**src/logic/mrsg_regs.svh**
```systemverilog
// Purpose: register offsets, field positions and reset values
// Assumes: included by bare name
// Notes: definitions only
`ifndef MRSG_REGS_SVH
`define MRSG_REGS_SVH

`define MRSG_OFS_ORDER 8'hE0
`define MRSG_OFS_FOLLOW 8'hE1
`define MRSG_OFS_GROUP 8'hE2

`define MRSG_ORDER_RST 16'h0000
`define MRSG_ORDER_MASK 16'h9F9F
`define MRSG_ORDER_PRE_EN 15
`define MRSG_ORDER_SEQ_EN 7

`define MRSG_FOLLOW_RST 8'h00
`define MRSG_FOLLOW_MASK 8'h86
`define MRSG_FOLLOW_EN 7
`define MRSG_FOLLOW_RATIO 2
`define MRSG_FOLLOW_LIMIT 1

`define MRSG_GROUP_MASK 32'h003F3F3F
`define MRSG_GROUP_VCMD_EN 21
`define MRSG_GROUP_OPER_EN 13
`define MRSG_GROUP_FAIL_IMM 5

`endif

```
**src/logic/mrsg_pkg.sv**
```systemverilog
// Purpose: shared types of the rail sequencing block
// Assumes: nothing
// Notes: constants live in mrsg_regs.svh
package mrsg_pkg;
    typedef enum logic [4:0] {
        MRSG_OFF = 5'h01,
        MRSG_WAIT_PRE = 5'h02,
        MRSG_ON = 5'h04,
        MRSG_WAIT_SEQ = 5'h08,
        MRSG_STOP_DLY = 5'h10
    } mrsg_state_t;
    typedef enum logic [1:0] {
        MRSG_PH_SINGLE = 2'h0,
        MRSG_PH_TWO = 2'h1,
        MRSG_PH_MULTI = 2'h2
    } mrsg_phase_t;
endpackage

```
**src/logic/mrsg_seq_group.sv**
```systemverilog
// Purpose: rail ordering, tracking setup and group membership
// Assumes: byte-addressed 32-bit command write/read port, events already decoded
// Notes: analog tracking loop lies outside; only its controls leave here
`timescale 1ns/100ps
`include "mrsg_regs.svh"

// Function
// - prequel: on needs enable and prequel good
// - sequel: off after sequel power-down, delayed
// - ordering register: ids at 12:8, 4:0
// - bits 15 and 7 enable prequel, sequel
// - written ordering overrides strap configuration
// - ordering resets zero, unused bits zero
// - tracking byte, bit 7 enables, resets zero
// - ratio bit: 0 full, 1 half
// - limit bit: 0 target, 1 reference
// - no tracking in 4/6/8-phase groups
// - voltage command broadcast matched at 20:16
// - operation broadcast matched at 12:8
// - supply-loss: immediate or sequenced shutdown
// - own broadcasts carry configured group id
// - two-phase spreads supply-loss regardless of group
// - group resets from strap, unused zero
module mrsg_seq_group
    import mrsg_pkg::*;
#(
    parameter int DLY_W = 16
) (
    // Clock and reset
    input wire logic clk_i,
    input wire logic nrst_i,
    // Straps; order and group sampled after reset release, phase mode read directly, phase index unused
    input wire logic [15:0] strap_order_i,
    input wire logic strap_order_use_i,
    input wire logic [31:0] strap_group_i,
    input wire logic [1:0] phase_mode_i,
    input wire logic phase_idx_i,
    // Command register port
    input wire logic wr_i,
    input wire logic rd_i,
    input wire logic [7:0] addr_i,
    input wire logic [31:0] wdata_i,
    output logic [31:0] rdata_o,
    output logic ack_o,
    // Enable state and delays
    input wire logic on_req_i,
    input wire logic [DLY_W-1:0] off_dly_i,
    // Inbound events
    input wire logic good_evt_i,
    input wire logic pd_evt_i,
    input wire logic oper_evt_i,
    input wire logic vcmd_evt_i,
    input wire logic fail_evt_i,
    input wire logic [4:0] evt_id_i,
    // Own events to send
    input wire logic send_fail_i,
    input wire logic send_oper_i,
    input wire logic send_vcmd_i,
    output logic tx_evt_o,
    output logic [4:0] tx_id_o,
    // Actions
    output logic output_on_o,
    output logic oper_apply_o,
    output logic vcmd_apply_o,
    output logic fail_off_o,
    // Tracking controls and sequencer state
    output logic follow_en_o,
    output logic follow_half_o,
    output logic follow_ref_limit_o,
    output logic [2:0] state_o
);
    // ************************************************************
    // Parameter check
    // ************************************************************
    // Delay port and counter share DLY_W; zero width cannot count
    if (DLY_W < 1 || DLY_W > 32) begin
        $error("DLY_W out of range");
    end

    // ************************************************************
    // Reset release and strap capture
    // ************************************************************
    logic [1:0] rst_sync_reg;
    logic rst_n;
    logic strap_done_reg;
    always_ff @(posedge clk_i or negedge nrst_i) begin
        if (!nrst_i) begin
            rst_sync_reg <= 2'h0;
        end else begin
            rst_sync_reg <= {rst_sync_reg[0], 1'b1};
        end
    end
    assign rst_n = rst_sync_reg[1];

    always_ff @(posedge clk_i or negedge rst_n) begin
        if (!rst_n) begin
            strap_done_reg <= 1'b0;
        end else begin
            strap_done_reg <= 1'b1;
        end
    end

    // ************************************************************
    // Registers
    // ************************************************************
    logic [15:0] order_reg;
    logic order_written_reg;
    logic [7:0] follow_reg;
    logic [31:0] group_reg;
    logic wr_order, wr_follow, wr_group;
    logic multi_phase;

    assign wr_order = wr_i && (addr_i == `MRSG_OFS_ORDER);
    assign wr_follow = wr_i && (addr_i == `MRSG_OFS_FOLLOW);
    assign wr_group = wr_i && (addr_i == `MRSG_OFS_GROUP);
    assign multi_phase = (phase_mode_i == MRSG_PH_MULTI);

    always_ff @(posedge clk_i or negedge rst_n) begin
        if (!rst_n) begin
            order_reg <= `MRSG_ORDER_RST;
            order_written_reg <= 1'b0;
        end else if (wr_order) begin
            order_reg <= wdata_i[15:0] & `MRSG_ORDER_MASK;
            order_written_reg <= 1'b1;
        end else if (!strap_done_reg && strap_order_use_i && !order_written_reg) begin
            // Strap fills in once, on the first edge out of internal reset, unless software has spoken
            order_reg <= strap_order_i & `MRSG_ORDER_MASK;
        end
    end

    always_ff @(posedge clk_i or negedge rst_n) begin
        if (!rst_n) begin
            follow_reg <= `MRSG_FOLLOW_RST;
        end else if (wr_follow) begin
            follow_reg <= wdata_i[7:0] & `MRSG_FOLLOW_MASK;
        end
    end

    always_ff @(posedge clk_i or negedge rst_n) begin
        if (!rst_n) begin
            group_reg <= 32'h00000000;
        end else if (wr_group) begin
            group_reg <= wdata_i & `MRSG_GROUP_MASK;
        end else if (!strap_done_reg) begin
            group_reg <= strap_group_i & `MRSG_GROUP_MASK;
        end
    end

    always_comb begin
        rdata_o = 32'h00000000;
        unique case (addr_i)
            `MRSG_OFS_ORDER: rdata_o = {16'h0000, order_reg};
            `MRSG_OFS_FOLLOW: rdata_o = {24'h000000, follow_reg};
            `MRSG_OFS_GROUP: rdata_o = group_reg;
            default: rdata_o = 32'h00000000;
        endcase
    end
    // Unmapped codes get no ack, so the host sees them refused
    assign ack_o = (rd_i || wr_i) &&
        (addr_i == `MRSG_OFS_ORDER || addr_i == `MRSG_OFS_FOLLOW ||
         addr_i == `MRSG_OFS_GROUP);

    // ************************************************************
    // Tracking controls
    // ************************************************************
    // Tracking refused in wide current-sharing groups
    assign follow_en_o = follow_reg[`MRSG_FOLLOW_EN] && !multi_phase;
    assign follow_half_o = follow_reg[`MRSG_FOLLOW_RATIO];
    assign follow_ref_limit_o = follow_reg[`MRSG_FOLLOW_LIMIT];

    // ************************************************************
    // Event matching
    // ************************************************************
    logic pre_hit, seq_hit, oper_hit, vcmd_hit, fail_hit;
    logic fail_match;

    mrsg_event_match u_pre (
        .evt_i(good_evt_i),
        .evt_id_i(evt_id_i),
        .en_i(order_reg[`MRSG_ORDER_PRE_EN]),
        .own_id_i(order_reg[12:8]),
        .hit_o(pre_hit)
    );
    mrsg_event_match u_seq (
        .evt_i(pd_evt_i),
        .evt_id_i(evt_id_i),
        .en_i(order_reg[`MRSG_ORDER_SEQ_EN]),
        .own_id_i(order_reg[4:0]),
        .hit_o(seq_hit)
    );
    mrsg_event_match u_oper (
        .evt_i(oper_evt_i),
        .evt_id_i(evt_id_i),
        .en_i(group_reg[`MRSG_GROUP_OPER_EN]),
        .own_id_i(group_reg[12:8]),
        .hit_o(oper_hit)
    );
    mrsg_event_match u_vcmd (
        .evt_i(vcmd_evt_i),
        .evt_id_i(evt_id_i),
        .en_i(group_reg[`MRSG_GROUP_VCMD_EN]),
        .own_id_i(group_reg[20:16]),
        .hit_o(vcmd_hit)
    );
    mrsg_event_match u_fail (
        .evt_i(fail_evt_i),
        .evt_id_i(evt_id_i),
        .en_i(1'b1),
        .own_id_i(group_reg[4:0]),
        .hit_o(fail_match)
    );
    // Two-phase pair answers supply-loss as one, ignoring group setup
    assign fail_hit = fail_match || (fail_evt_i && phase_mode_i == MRSG_PH_TWO);

    always_ff @(posedge clk_i or negedge rst_n) begin
        if (!rst_n) begin
            oper_apply_o <= 1'b0;
            vcmd_apply_o <= 1'b0;
        end else begin
            oper_apply_o <= oper_hit;
            vcmd_apply_o <= vcmd_hit;
        end
    end

    // ************************************************************
    // Outbound events
    // ************************************************************
    always_ff @(posedge clk_i or negedge rst_n) begin
        if (!rst_n) begin
            tx_evt_o <= 1'b0;
            tx_id_o <= 5'h00;
        end else begin
            tx_evt_o <= send_fail_i || send_oper_i || send_vcmd_i;
            // Supply-loss first: it is the most urgent
            if (send_fail_i) begin
                tx_id_o <= group_reg[4:0];
            end else if (send_oper_i) begin
                tx_id_o <= group_reg[12:8];
            end else if (send_vcmd_i) begin
                tx_id_o <= group_reg[20:16];
            end
        end
    end

    // ************************************************************
    // Sequencer
    // ************************************************************
    mrsg_state_t state_reg, state_next;
    logic [DLY_W-1:0] dly_reg;
    logic fail_imm;
    assign fail_imm = fail_hit && group_reg[`MRSG_GROUP_FAIL_IMM];

    always_comb begin
        state_next = state_reg;
        unique case (state_reg)
            MRSG_OFF: begin
                if (on_req_i) begin
                    state_next = MRSG_WAIT_PRE;
                end
            end
            MRSG_WAIT_PRE: begin
                if (!on_req_i || fail_hit) begin
                    state_next = MRSG_OFF;
                end else if (!order_reg[`MRSG_ORDER_PRE_EN] || pre_hit) begin
                    state_next = MRSG_ON;
                end
            end
            MRSG_ON: begin
                if (fail_imm) begin
                    state_next = MRSG_OFF;
                end else if (fail_hit) begin
                    state_next = MRSG_STOP_DLY;
                end else if (!on_req_i) begin
                    state_next = order_reg[`MRSG_ORDER_SEQ_EN] ? MRSG_WAIT_SEQ : MRSG_STOP_DLY;
                end
            end
            MRSG_WAIT_SEQ: begin
                if (fail_imm) begin
                    state_next = MRSG_OFF;
                end else if (seq_hit || fail_hit) begin
                    state_next = MRSG_STOP_DLY;
                end
            end
            MRSG_STOP_DLY: begin
                if (fail_imm || dly_reg == '0) begin
                    state_next = MRSG_OFF;
                end
            end
            default: state_next = MRSG_OFF;
        endcase
    end

    always_ff @(posedge clk_i or negedge rst_n) begin
        if (!rst_n) begin
            state_reg <= MRSG_OFF;
        end else begin
            state_reg <= state_next;
        end
    end

    // Loaded on entry to the stop delay; zero ends it
    always_ff @(posedge clk_i or negedge rst_n) begin
        if (!rst_n) begin
            dly_reg <= '0;
        end else if (state_reg != MRSG_STOP_DLY && state_next == MRSG_STOP_DLY) begin
            dly_reg <= off_dly_i;
        end else if (state_reg == MRSG_STOP_DLY && dly_reg != '0) begin
            dly_reg <= dly_reg - 1'b1;
        end
    end

    // Taken from the next state so the output moves with the state
    always_ff @(posedge clk_i or negedge rst_n) begin
        if (!rst_n) begin
            output_on_o <= 1'b0;
            fail_off_o <= 1'b0;
        end else begin
            output_on_o <= (state_next != MRSG_OFF) && (state_next != MRSG_WAIT_PRE);
            fail_off_o <= fail_hit;
        end
    end

    // ************************************************************
    // Status
    // ************************************************************
    always_comb begin
        unique case (state_reg)
            MRSG_OFF: state_o = 3'h0;
            MRSG_WAIT_PRE: state_o = 3'h1;
            MRSG_ON: state_o = 3'h2;
            MRSG_WAIT_SEQ: state_o = 3'h3;
            MRSG_STOP_DLY: state_o = 3'h4;
            default: state_o = 3'h7;
        endcase
    end

    logic unused_idx;
    assign unused_idx = phase_idx_i;
endmodule

```
**src/logic/mrsg_event_match.sv**
```systemverilog
// Purpose: match a decoded bus event against a 5-bit identifier
// Assumes: event strobe and id valid in the same cycle
// Notes: gated by an enable bit
`timescale 1ns/100ps
module mrsg_event_match (
    // Event
    input wire logic evt_i,
    input wire logic [4:0] evt_id_i,
    // Setup
    input wire logic en_i,
    input wire logic [4:0] own_id_i,
    // Result
    output logic hit_o
);
    assign hit_o = evt_i && en_i && (evt_id_i == own_id_i);
endmodule

```
**config.mk**
```make
export PLATFORM = sky130hd
export DESIGN_NAME = mrsg_seq_group
export DESIGN_NICKNAME = d
export VERILOG_FILES = /design/src/logic/mrsg_pkg.sv /design/src/logic/mrsg_seq_group.sv /design/src/logic/mrsg_event_match.sv
export VERILOG_INCLUDE_DIRS = /design/src /design/src/logic
export SDC_FILE = /design/constraint.sdc
export NUM_CORES = 1
export LEC_CHECK = 0
export BUFFER_PORTS_ARGS = -buffer_cell sky130_fd_sc_hd__buf_4
export CELL_PAD_IN_SITES_DETAIL_PLACEMENT = 0
export CELL_PAD_IN_SITES_GLOBAL_PLACEMENT = 2
export CORE_MARGIN = 2
export CORE_UTILIZATION = 29
export DETAILED_ROUTE_END_ITERATION = 7
export PLACE_DENSITY = 0.85
export SYNTH_ARGS = -nofsm -noshare
export SYNTH_HDL_FRONTEND = slang
export SYNTH_SLANG_ARGS = --single-unit
```
**constraint.sdc**
```tcl
create_clock -name clk_i -period 5.4 [get_ports clk_i]
set_clock_uncertainty 0.1 [all_clocks]
set_input_delay 0 -clock clk_i [delete_from_list [all_inputs] [get_ports clk_i]]
set_output_delay 0 -clock clk_i [all_outputs]
set_load 0.01 [all_outputs]
```
==> results of run 1 <==
[per-stage QoR]
stage	area, um2	instances	total power (uW)	setup WS [ps]
finish	6310	829	1750	2250
global route	6310	829	1840	2030
CTS	6310	829	1770	2220
detailed placement	5170	735	979	2410
global placement	5170	735	971	2440
floorplan	4150	463	840	3010
[power breakdown]
group	switching, uW	internal (uW)
sequential	73.4	575
combinational	159	224
clock	223	495
total	455	1290
[logic make-up after synthesis]
| logic type | after synthesis | synth area share, % |
|---|---|---|
| flip-flops | 68 | 41.5 |
| AO/OA/AOI/OAI | 93 | 13.8 |
| AND/OR/NAND/NOR | 156 | 19.1 |
| adder cells (fa/ha/maj) | 1 | 0.305 |
| other | 2 | 0.183 |
| buffers and inverters | 49 | 5.91 |
| multiplexers | 46 | 11.5 |
| XOR/XNOR | 36 | 7.68 |
[final timing paths]
check,cells past startpoint,to,from
worst max-delay path,4,order_reg[2]$_DFFE_PN0P_,strap_done_reg$_DFF_PN0_
worst min-delay path,3,follow_reg[2]$_DFFE_PN0P_,addr_i[1]
worst max register to register,4,order_reg[2]$_DFFE_PN0P_,strap_done_reg$_DFF_PN0_
worst min register to register,0,rst_sync_reg[1]$_DFF_PN0_,rst_sync_reg[0]$_DFF_PN0_
max in group asynchronous,1,group_reg[11]$_DFFE_PN0P_,rst_sync_reg[1]$_DFF_PN0_
min in group asynchronous,1,order_reg[2]$_DFFE_PN0P_,rst_sync_reg[1]$_DFF_PN0_
[layout by cell type (no fill, tap or decap), types with 11 or more instances in the layout]
cell type and instances:
nand2_1 30, and2_1 11, conb_1 14, dlygate4sd3_1 79, dfrtp_1 66, mux2i_1 38
xnor2_1 34, buf_4 134, nor2_1 46, nor3_1 18, o21ai_0 27, a21oi_1 35
[critical path, stage by stage (launching register included)]
cell and delay, ps:
dfrtp_1 780, nor3b_2 1160, mux2i_1 270, o21ai_0 100
dlygate4sd3_1 620
[synthesized netlist by cell type, drive strengths merged (2+ instances only)]
cell type	number	share of area, %
a22o	8	1.7
o21a	2	0.37
mux2i	38	9.3
conb	2	0.18
or4	5	1.1
a211oi	3	0.55
o21ai	29	3.5
nor3b	3	0.67
inv	7	0.64
o31ai	2	0.70
and2	12	1.8
buf	21	3.4
or3	4	0.61
nand4	4	0.61
a31oi	3	0.46
or2	3	0.46
nand3b	2	0.37
a21oi	35	4.3
dfrtp	67	41
o211ai	4	0.73
nand3	9	1.1
nand2b	4	0.61
clkbuf	21	1.9
nor2	46	4.2
xor2	2	0.43
and3	4	0.61
mux2	8	2.2
nor4	7	1.1
xnor2	34	7.3
nor3	19	2.4
nand2	30	2.7
nor2b	2	0.30
[layer usage]
layer	global-route usage, %	vias to the layer above	routed length [um]
met5	0	-	0
met4	3.74	0	112
met3	5.07	11	721
met2	28.4	114	6070
met1	22.2	1854	5610
li1	-	1937	-
[layout make-up]
cell class	count	area share (%)
Clock inverter	5	1.98
Sequential cell	68	27.0
Timing Repair Buffer	213	28.5
Inverter	7	0.416
Clock buffer	10	3.63
Multi-Input combinational cell	346	35.0
Tap cell	180	3.57
[repair_timing]
item                                   in CTS  in global routing
hold buffers                               79                  0
endpoints found under the hold margin      63                  0
setup buffers                               0                  0
resized for setup                           0                  0
==> flow_summary.toml, run 1 <==
[sta]
drv_slew = 0
worst_pin_slew_ps = 1220
holdWs_ps = 29.6
tns_ps = 0
fin_crit_sh_pct = 58.4
rsz0062_at_grt = "false"
period_minus_slack_ps = 3150
finalSetupViolCount = 0
max_slew_margin_pct = 18.0
final-hold-violation-count = 0
max_freq_mhz = 317

[die]
pin_count = 175
die_w_um = 123
coreArea_um2 = 13800
die-area_um2 = 15100
die_h_um = 123
rows = 43
start_util_pct = 29.7

[worst_setup_path]
r2r_slack_ps = 2250
critPathLaunchType = "register"
critical_path_required_ps = 5520
critPathKind = "register to register"
end_kind = "register"
arrival_ps = 3270
critical_path.max_fanout = 19

[cts]
clk_latency_ps = 340
cts_root_buf = "clkbuf_16"
numCtsBuffers = 9
h-tree-depth = 3
cts_tree = "yes"
clock-sinks = 68
clk_path_buf_depth = 2
path_clk_slew_ps = 60

[global_routing]
grt_pass1_wl_um = 20000
grt_pass1_vias = 4035
grt_max_degree = 67
antenna_found_initial = 0
track_usage_pct = 17.2
overflow = 0

[synth]
synth_edf_count = 0
synth.distinct_cells = 51
syn_inst = 451
syn_area_per_cell_um2 = 9.10
yosys_warnings = 0
async_flop_share_pct = 100
syn-cell-area_um2 = 4100
ys.flop_type = "dfrtp_1"
synth_seq_cells = 68
seq_area_frac_synth_pct = 41.5

[final_layout]
areaGrowthSynthToFinish_pct = 53.9
layout-drive-gt1-share_pct = 25.9
multi_input_area_um2 = 2210
num-nets-final = 772
fin_util_pct = 45.7
largest_reg_flops = 18
fill_cells = 1333
n_antenna_cell = 0
seq_area_um2 = 1700

[routing]
firstDrtPassIters = 4
num_vias = 3916
wl_um = 12500
viasPerCell = 4.72
routedWlPerCell_um = 15.1
drcViolationCount = 0
drt_iter0_markers = 189
drt.antenna.violating_nets = 0

[min_path]
min_path_type = "input port to register"

[power]
p_leak_uw = 0.00277
pwr_density_cell_nw_per_um2 = 277
vdd_drop_max_mv = 0.158

[flow_run]
maxCapViolCount = 0

[placed_design]
place_congestion = 0.776
portBuffers = 131
hpwl_um = 8990

[run_status]
outcome = "finished clean"
Power figures use the tool's default switching activity.
==> inputs of run 2 (changes only) <==
--- a/config.mk
+++ b/config.mk
@@ -10,9 +10,9 @@
 export CELL_PAD_IN_SITES_DETAIL_PLACEMENT = 0
 export CELL_PAD_IN_SITES_GLOBAL_PLACEMENT = 2
 export CORE_MARGIN = 2
-export CORE_UTILIZATION = 29
+export CORE_UTILIZATION = 27
 export DETAILED_ROUTE_END_ITERATION = 7
-export PLACE_DENSITY = 0.85
+export PLACE_DENSITY = 0.8
 export SYNTH_ARGS = -nofsm -noshare
 export SYNTH_HDL_FRONTEND = slang
 export SYNTH_SLANG_ARGS = --single-unit
==> constraint.sdc (replaced) <==
create_clock -name clk_i -period 3 [get_ports clk_i]
set_clock_uncertainty 0.1 [all_clocks]
set_input_delay 0 -clock clk_i [delete_from_list [all_inputs] [get_ports clk_i]]
set_output_delay 0 -clock clk_i [all_outputs]
set_load 0.01 [all_outputs]
==> run 2 against run 1 <==
Net effect: die area up 7.2%; utilization down 3.3 points; sequential cell count unchanged; count of clock-buffer cells in the layout up 3; cell area up 0.93%; first-iteration DRC count up 39%; sequential share of layout area down 0.25 points; clock power up 53%; non-clock buffer count up 11; maximum frequency up 23%; critical path depth up 2; combinational power up 82%; critical path type unchanged; critical endpoint is now dly_reg[13]$_DFFE_PN0P_.
==> flow_summary.toml, run 2 (synthesis gave the netlist of run 1 again) <==
[worst_setup_path]
critical-path-max-stage-delay_ps = 600
critical_path.max_fanout = 16
reg2regPathDepth = 6
crit_path_cell_trace = "or3_1 > nor3b_2 > nand2b_1 > a221oi_1 > or2_1 > mux2_2"
slowest_stage = "dfstp_2"
end_kind = "register"
r2r_slack_ps = 430
arrival_ps = 2690
r2r_start = "state_reg[0]$_DFF_PN1_"
worstSetupEndpoint = "dly_reg[13]$_DFFE_PN0P_"
critPathLaunchType = "register"
critical_path_required_ps = 3120
worstReg2RegEnd = "dly_reg[13]$_DFFE_PN0P_"
crit_start = "state_reg[0]$_DFF_PN1_"
critPathKind = "register to register"

[global_routing]
overflow = 0
grt_max_degree = 39
track_usage_pct = 16.9
grt_pass1_wl_um = 21100
antenna_found_initial = 0
grt_pass1_vias = 4188

[die]
die_w_um = 127
die_h_um = 127
start_util_pct = 27.3
die-area_um2 = 16200
coreArea_um2 = 15000
pin_count = 175
rows = 45

[cts]
h-tree-depth = 3
path_clk_slew_ps = 60
clk_path_buf_depth = 2
cts_setup_buffers = 0
cts_resized = 0
cts_root_buf = "clkbuf_16"
clock-sinks = 68
clk_latency_ps = 350
cts_tree = "yes"
numCtsBuffers = 9
cts_hold_buf = 80

[run_status]
outcome = "finished clean"

[placed_design]
place_congestion = 0.825
hpwl_um = 9590
place_inst = 753
portBuffers = 131

[final_layout]
final_common_cell = "buf_4"
areaGrowthSynthToFinish_pct = 55.3
layout_common_cells = "buf_4, dlygate4sd3_1, dfrtp_1"
fill_cells = 1496
stdcell_count = 849
n_antenna_cell = 0
layout-drive-gt1-share_pct = 26.9
largest_reg_flops = 18
num-nets-final = 783

[sta]
max_slew_margin_pct = 54.4
drv_slew = 0
rsz0062_at_grt = "false"
fin_crit_sh_pct = 85.6
period_minus_slack_ps = 2570
max_freq_mhz = 389
final-hold-violation-count = 0
finalSetupViolCount = 0
tns_ps = 0
worst_pin_slew_ps = 684

[power]
p_leak_uw = 0.00280
pwr_density_cell_nw_per_um2 = 465
vdd_drop_max_mv = 0.296

[flow_run]
maxCapViolCount = 0

[routing]
viasPerCell = 4.77
drt.antenna.violating_nets = 0
routedWlPerCell_um = 15.8
drcViolationCount = 0
firstDrtPassIters = 4
num_vias = 4051
drt_iter0_markers = 263
wl_um = 13400

[min_path]
min_path_type = "input port to register"
-- run 2: changes by cell type in the layout (fill, tap and decap cells not counted), sizes merged --
cell	change
bufinv	-3
clkinvlp	+2
clkinv	-1
buf	+10
dlygate4sd3	+1
clkbuf	+3
-- run 2: per-stage QoR --
| step | instance area, um2 | utilization [%] | total power (uW) | hold slack [ps] | setup WS (ps) |
|---|---|---|---|---|---|
| after floorplan | 4150 | - | 1510 | -396 | 614 |
| after global placement | 5270 | 35.0 | 1760 | -317 | 478 |
| after detailed placement | 5270 | 35.0 | 1770 | -316 | 456 |
| after CTS | 6370 | 42.4 | 3000 | 44.6 | 435 |
| after global routing | 6370 | 42.4 | 3130 | 60.1 | 290 |
| final | 6370 | 42.4 | 2970 | 62.8 | 432 |
-- run 2: worst min path at each step --
stage                       from                         to  cells past startpoint
after global routing        wr_i  follow_reg[2]$_DFFE_PN0P_                      4
final                       wr_i  follow_reg[7]$_DFFE_PN0P_                      4
after CTS                   wr_i  follow_reg[7]$_DFFE_PN0P_                      4
after floorplan           nrst_i  rst_sync_reg[0]$_DFF_PN0_                      0
after global placement    nrst_i  rst_sync_reg[0]$_DFF_PN0_                      1
after detailed placement  nrst_i  rst_sync_reg[0]$_DFF_PN0_                      1
-- run 2: worst max-delay path: cells and delay by family, from the launching register on --
family	cells	cell delay, ps
and+or+nand+nor	4	1040
DFF	1	600
muxes	1	410
AOI/OAI and AO/OA	1	300
-- run 2: per-layer routing --
layer  wire, um  GRT usage (%)  vias to the layer above
li1           -              -                     1968
met1       5730           20.4                     1942
met2       6540           28.8                      128
met3        905           5.36                       13
met5          0              0                        -
met4        198           4.98                        0
-- run 2: final cells by class --
type                            count  area (um2)  share of cell area [%]
Multi-Input combinational cell    346        2210                    34.6
Sequential cell                    68        1700                    26.7
Clock inverter                      3        45.0                   0.707
Timing Repair Buffer              224        1890                    29.7
Clock buffer                       13         260                    4.08
Tap cell                          188         235                    3.69
Inverter                            7        26.3                   0.412
-- run 2: report_power, final --
part	internal (uW)	switching (uW)
Clock	689	410
Combinational	409	289
Sequential	1040	134
==> inputs of run 3 (changes only) <==
--- a/config.mk
+++ b/config.mk
@@ -12,7 +12,8 @@
 export CORE_MARGIN = 2
 export CORE_UTILIZATION = 27
 export DETAILED_ROUTE_END_ITERATION = 7
-export PLACE_DENSITY = 0.8
+export PLACE_DENSITY = 0.79
 export SYNTH_ARGS = -nofsm -noshare
 export SYNTH_HDL_FRONTEND = slang
+export SYNTH_HIERARCHICAL = 1
 export SYNTH_SLANG_ARGS = --single-unit
==> run 3 against run 2 <==
Net effect: utilization rose by 0.42 points; sequential share of layout area fell by 0.46 points; critical path depth rose by 3; global-route usage is 0.49 points lower; final cell count grew 1.5%; combinational power grew 6.6%; setup slack got worse by 120 ps; critical path type unchanged.
==> flow_summary.toml, run 3 <==
[run_status]
outcome = "finished clean"

[die]
die_h_um = 128
die-area_um2 = 16400
rows = 45
die_w_um = 128
start_util_pct = 27.5
coreArea_um2 = 15100
pin_count = 175

[global_routing]
overflow = 0
track_usage_pct = 16.4
grt_pass1_vias = 4131
antenna_found_initial = 0
grt_max_degree = 57
grt_pass1_wl_um = 20900

[worst_setup_path]
crit_path_cell_trace = "xnor2_1 > nand4_1 > nor2_1 > o21ba_2 > a211oi_1 > o221ai_4 > buf_4 > o32ai_1 > a31o_2"
critical-path-max-stage-delay_ps = 470
cp_top_family = "compound AO/OA/AOI/OAI gates"
critical_path.max_fanout = 20
end_kind = "register"
critPathKind = "register to register"
critical_path_required_ps = 3180
slowest_stage = "a211oi_1"
crit_buf_inv = 1
critPathLaunchType = "register"
arrival_ps = 2870

[placed_design]
hpwl_um = 9520
place_congestion = 0.825
place_inst = 767
placed_cell_area_um2 = 5370
portBuffers = 131

[power]
p_leak_uw = 0.00277
pwr_density_cell_nw_per_um2 = 468
vdd_drop_max_mv = 0.272

[sta]
tns_ps = 0
finalSetupViolCount = 0
max_freq_mhz = 372
worst_pin_slew_ps = 780
rsz0062_at_grt = "false"
period_minus_slack_ps = 2690
drv_slew = 0
final-hold-violation-count = 0
fin_crit_sh_pct = 89.5
max_slew_margin_pct = 48.0

[routing]
routedWlPerCell_um = 15.2
firstDrtPassIters = 4
drt.antenna.violating_nets = 0
num_vias = 4019
wl_um = 13100
drcViolationCount = 0
viasPerCell = 4.66
drt_iter0_markers = 193

[final_layout]
num-nets-final = 796
largest_reg_flops = 18
final_common_cell = "buf_4"
n_antenna_cell = 0
layout_common_cells = "buf_4, dlygate4sd3_1, dfrtp_1"
stdcell_count = 862
layout-drive-gt1-share_pct = 27.2
areaGrowthSynthToFinish_pct = 55.7
design_area_um2 = 6480
fill_cells = 1518

[min_path]
min_path_type = "register to async pin"

[flow_run]
maxCapViolCount = 0

[synth]
synth_top_family_by_area = "simple AND/OR/NAND/NOR gates"
muxShareOfSynthArea_pct = 10.3
synth_edf_count = 0
syn_area_per_cell_um2 = 9.07
yosys.area_share.simple_pct = 21.6
synth_common_cells = "dfrtp_1, nor2_1, nand2_1"
synth_seq_cells = 68
syn-cell-area_um2 = 4170
yosys_warnings = 6
synth_most_common_cell = "dfrtp_1"
synth-compound-area-share_pct = 13.2
synthXorXnorAreaFrac_pct = 8.20
syn_inst = 459
yosysTopAreaCell = "dfrtp_1"
yosysTopAreaCellShare_pct = 40.3
synth_fa_ha_area_share_pct = 0.300
netlist_top_cells_area = "dfrtp_1, mux2i_1, xnor2_1"
synth.distinct_cells = 59
seq_area_frac_synth_pct = 40.9
ys.flop_type = "dfrtp_1"
async_flop_share_pct = 100

[cts]
numCtsBuffers = 9
cts_tree = "yes"
h-tree-depth = 3
clk_path_buf_depth = 2
clock-sinks = 68
path_clk_slew_ps = 60
cts_root_buf = "clkbuf_16"
clk_latency_ps = 340
[run 3: through the flow]
stage          worst slack, ps  power, uW  util (%)  hold slack, ps
2_1_floorplan              599       1490         -            -396
3_3_place_gp               323       1780      35.4            -317
3_5_place_dp               266       1780      35.4            -316
4_1_cts                    233       3070      42.7            57.5
5_1_grt                   87.1       3190      42.8            66.3
6_report                   314       3030      42.8            42.0
[run 3: per-layer routing]
metal	share of wire, %	track usage (%)	up-vias	routed length, um
met5	0	0	-	0
met4	1.2	3.88	0	155
met3	5.7	5.09	8	753
met2	50	29.0	101	6590
met1	43	19.4	1903	5610
li1	-	-	2007	-
[run 3: power breakdown]
part	switching, uW	internal [uW]	leakage [uW]
clock	430	728	0.000149
sequential	115	1020	0.000780
combinational	325	418	0.00184
total	869	2160	0.00277
[run 3: cells by family after synthesis]
| family | after synthesis |
|---|---|
| buffers and inverters | 44 |
| muxes | 42 |
| other | 2 |
| xor gates and xnor gates | 39 |
| and+or+nand+nor | 173 |
| adders and majority gates | 1 |
| AOI/OAI and AO/OA | 90 |
| DFF | 68 |
[run 3: final timing paths]
path                                                start                         to  slack, ps  cells past startpoint
max in group asynchronous       rst_sync_reg[1]$_DFF_PN0_  order_reg[10]$_DFFE_PN0P_       1680                      1
worst max-delay path             group_reg[3]$_DFFE_PN0P_    dly_reg[11]$_DFFE_PN0P_        310                      9
worst min register to register  rst_sync_reg[1]$_DFF_PN0_   group_reg[2]$_DFFE_PN0P_         40                      0
worst max register to register   group_reg[3]$_DFFE_PN0P_    dly_reg[11]$_DFFE_PN0P_        310                      9
min in group clk_i                                   wr_i  follow_reg[2]$_DFFE_PN0P_         80                      4
worst min-delay path            rst_sync_reg[1]$_DFF_PN0_   group_reg[2]$_DFFE_PN0P_         40                      0
[run 3: layout make-up]
type / count / area [um2] / share of cell area, %
Clock buffer: 10 / 229 / 3.53
Inverter: 9 / 33.8 / 0.521
Multi-Input combinational cell: 360 / 2340 / 36.0
Clock inverter: 6 / 88.8 / 1.37
Timing Repair Buffer: 221 / 1860 / 28.6
Tap cell: 188 / 235 / 3.63
Sequential cell: 68 / 1700 / 26.3
[run 3: what timing repair did]
| action | 4_1_cts | 5_1_grt |
|---|---|---|
| hold buffers | 79 | 0 |
| gates resized for setup | 0 | 1 |
| endpoints found under the setup margin | 0 | 1 |
| hold endpoints to repair | 64 | 0 |
| setup buffers | 0 | 0 |
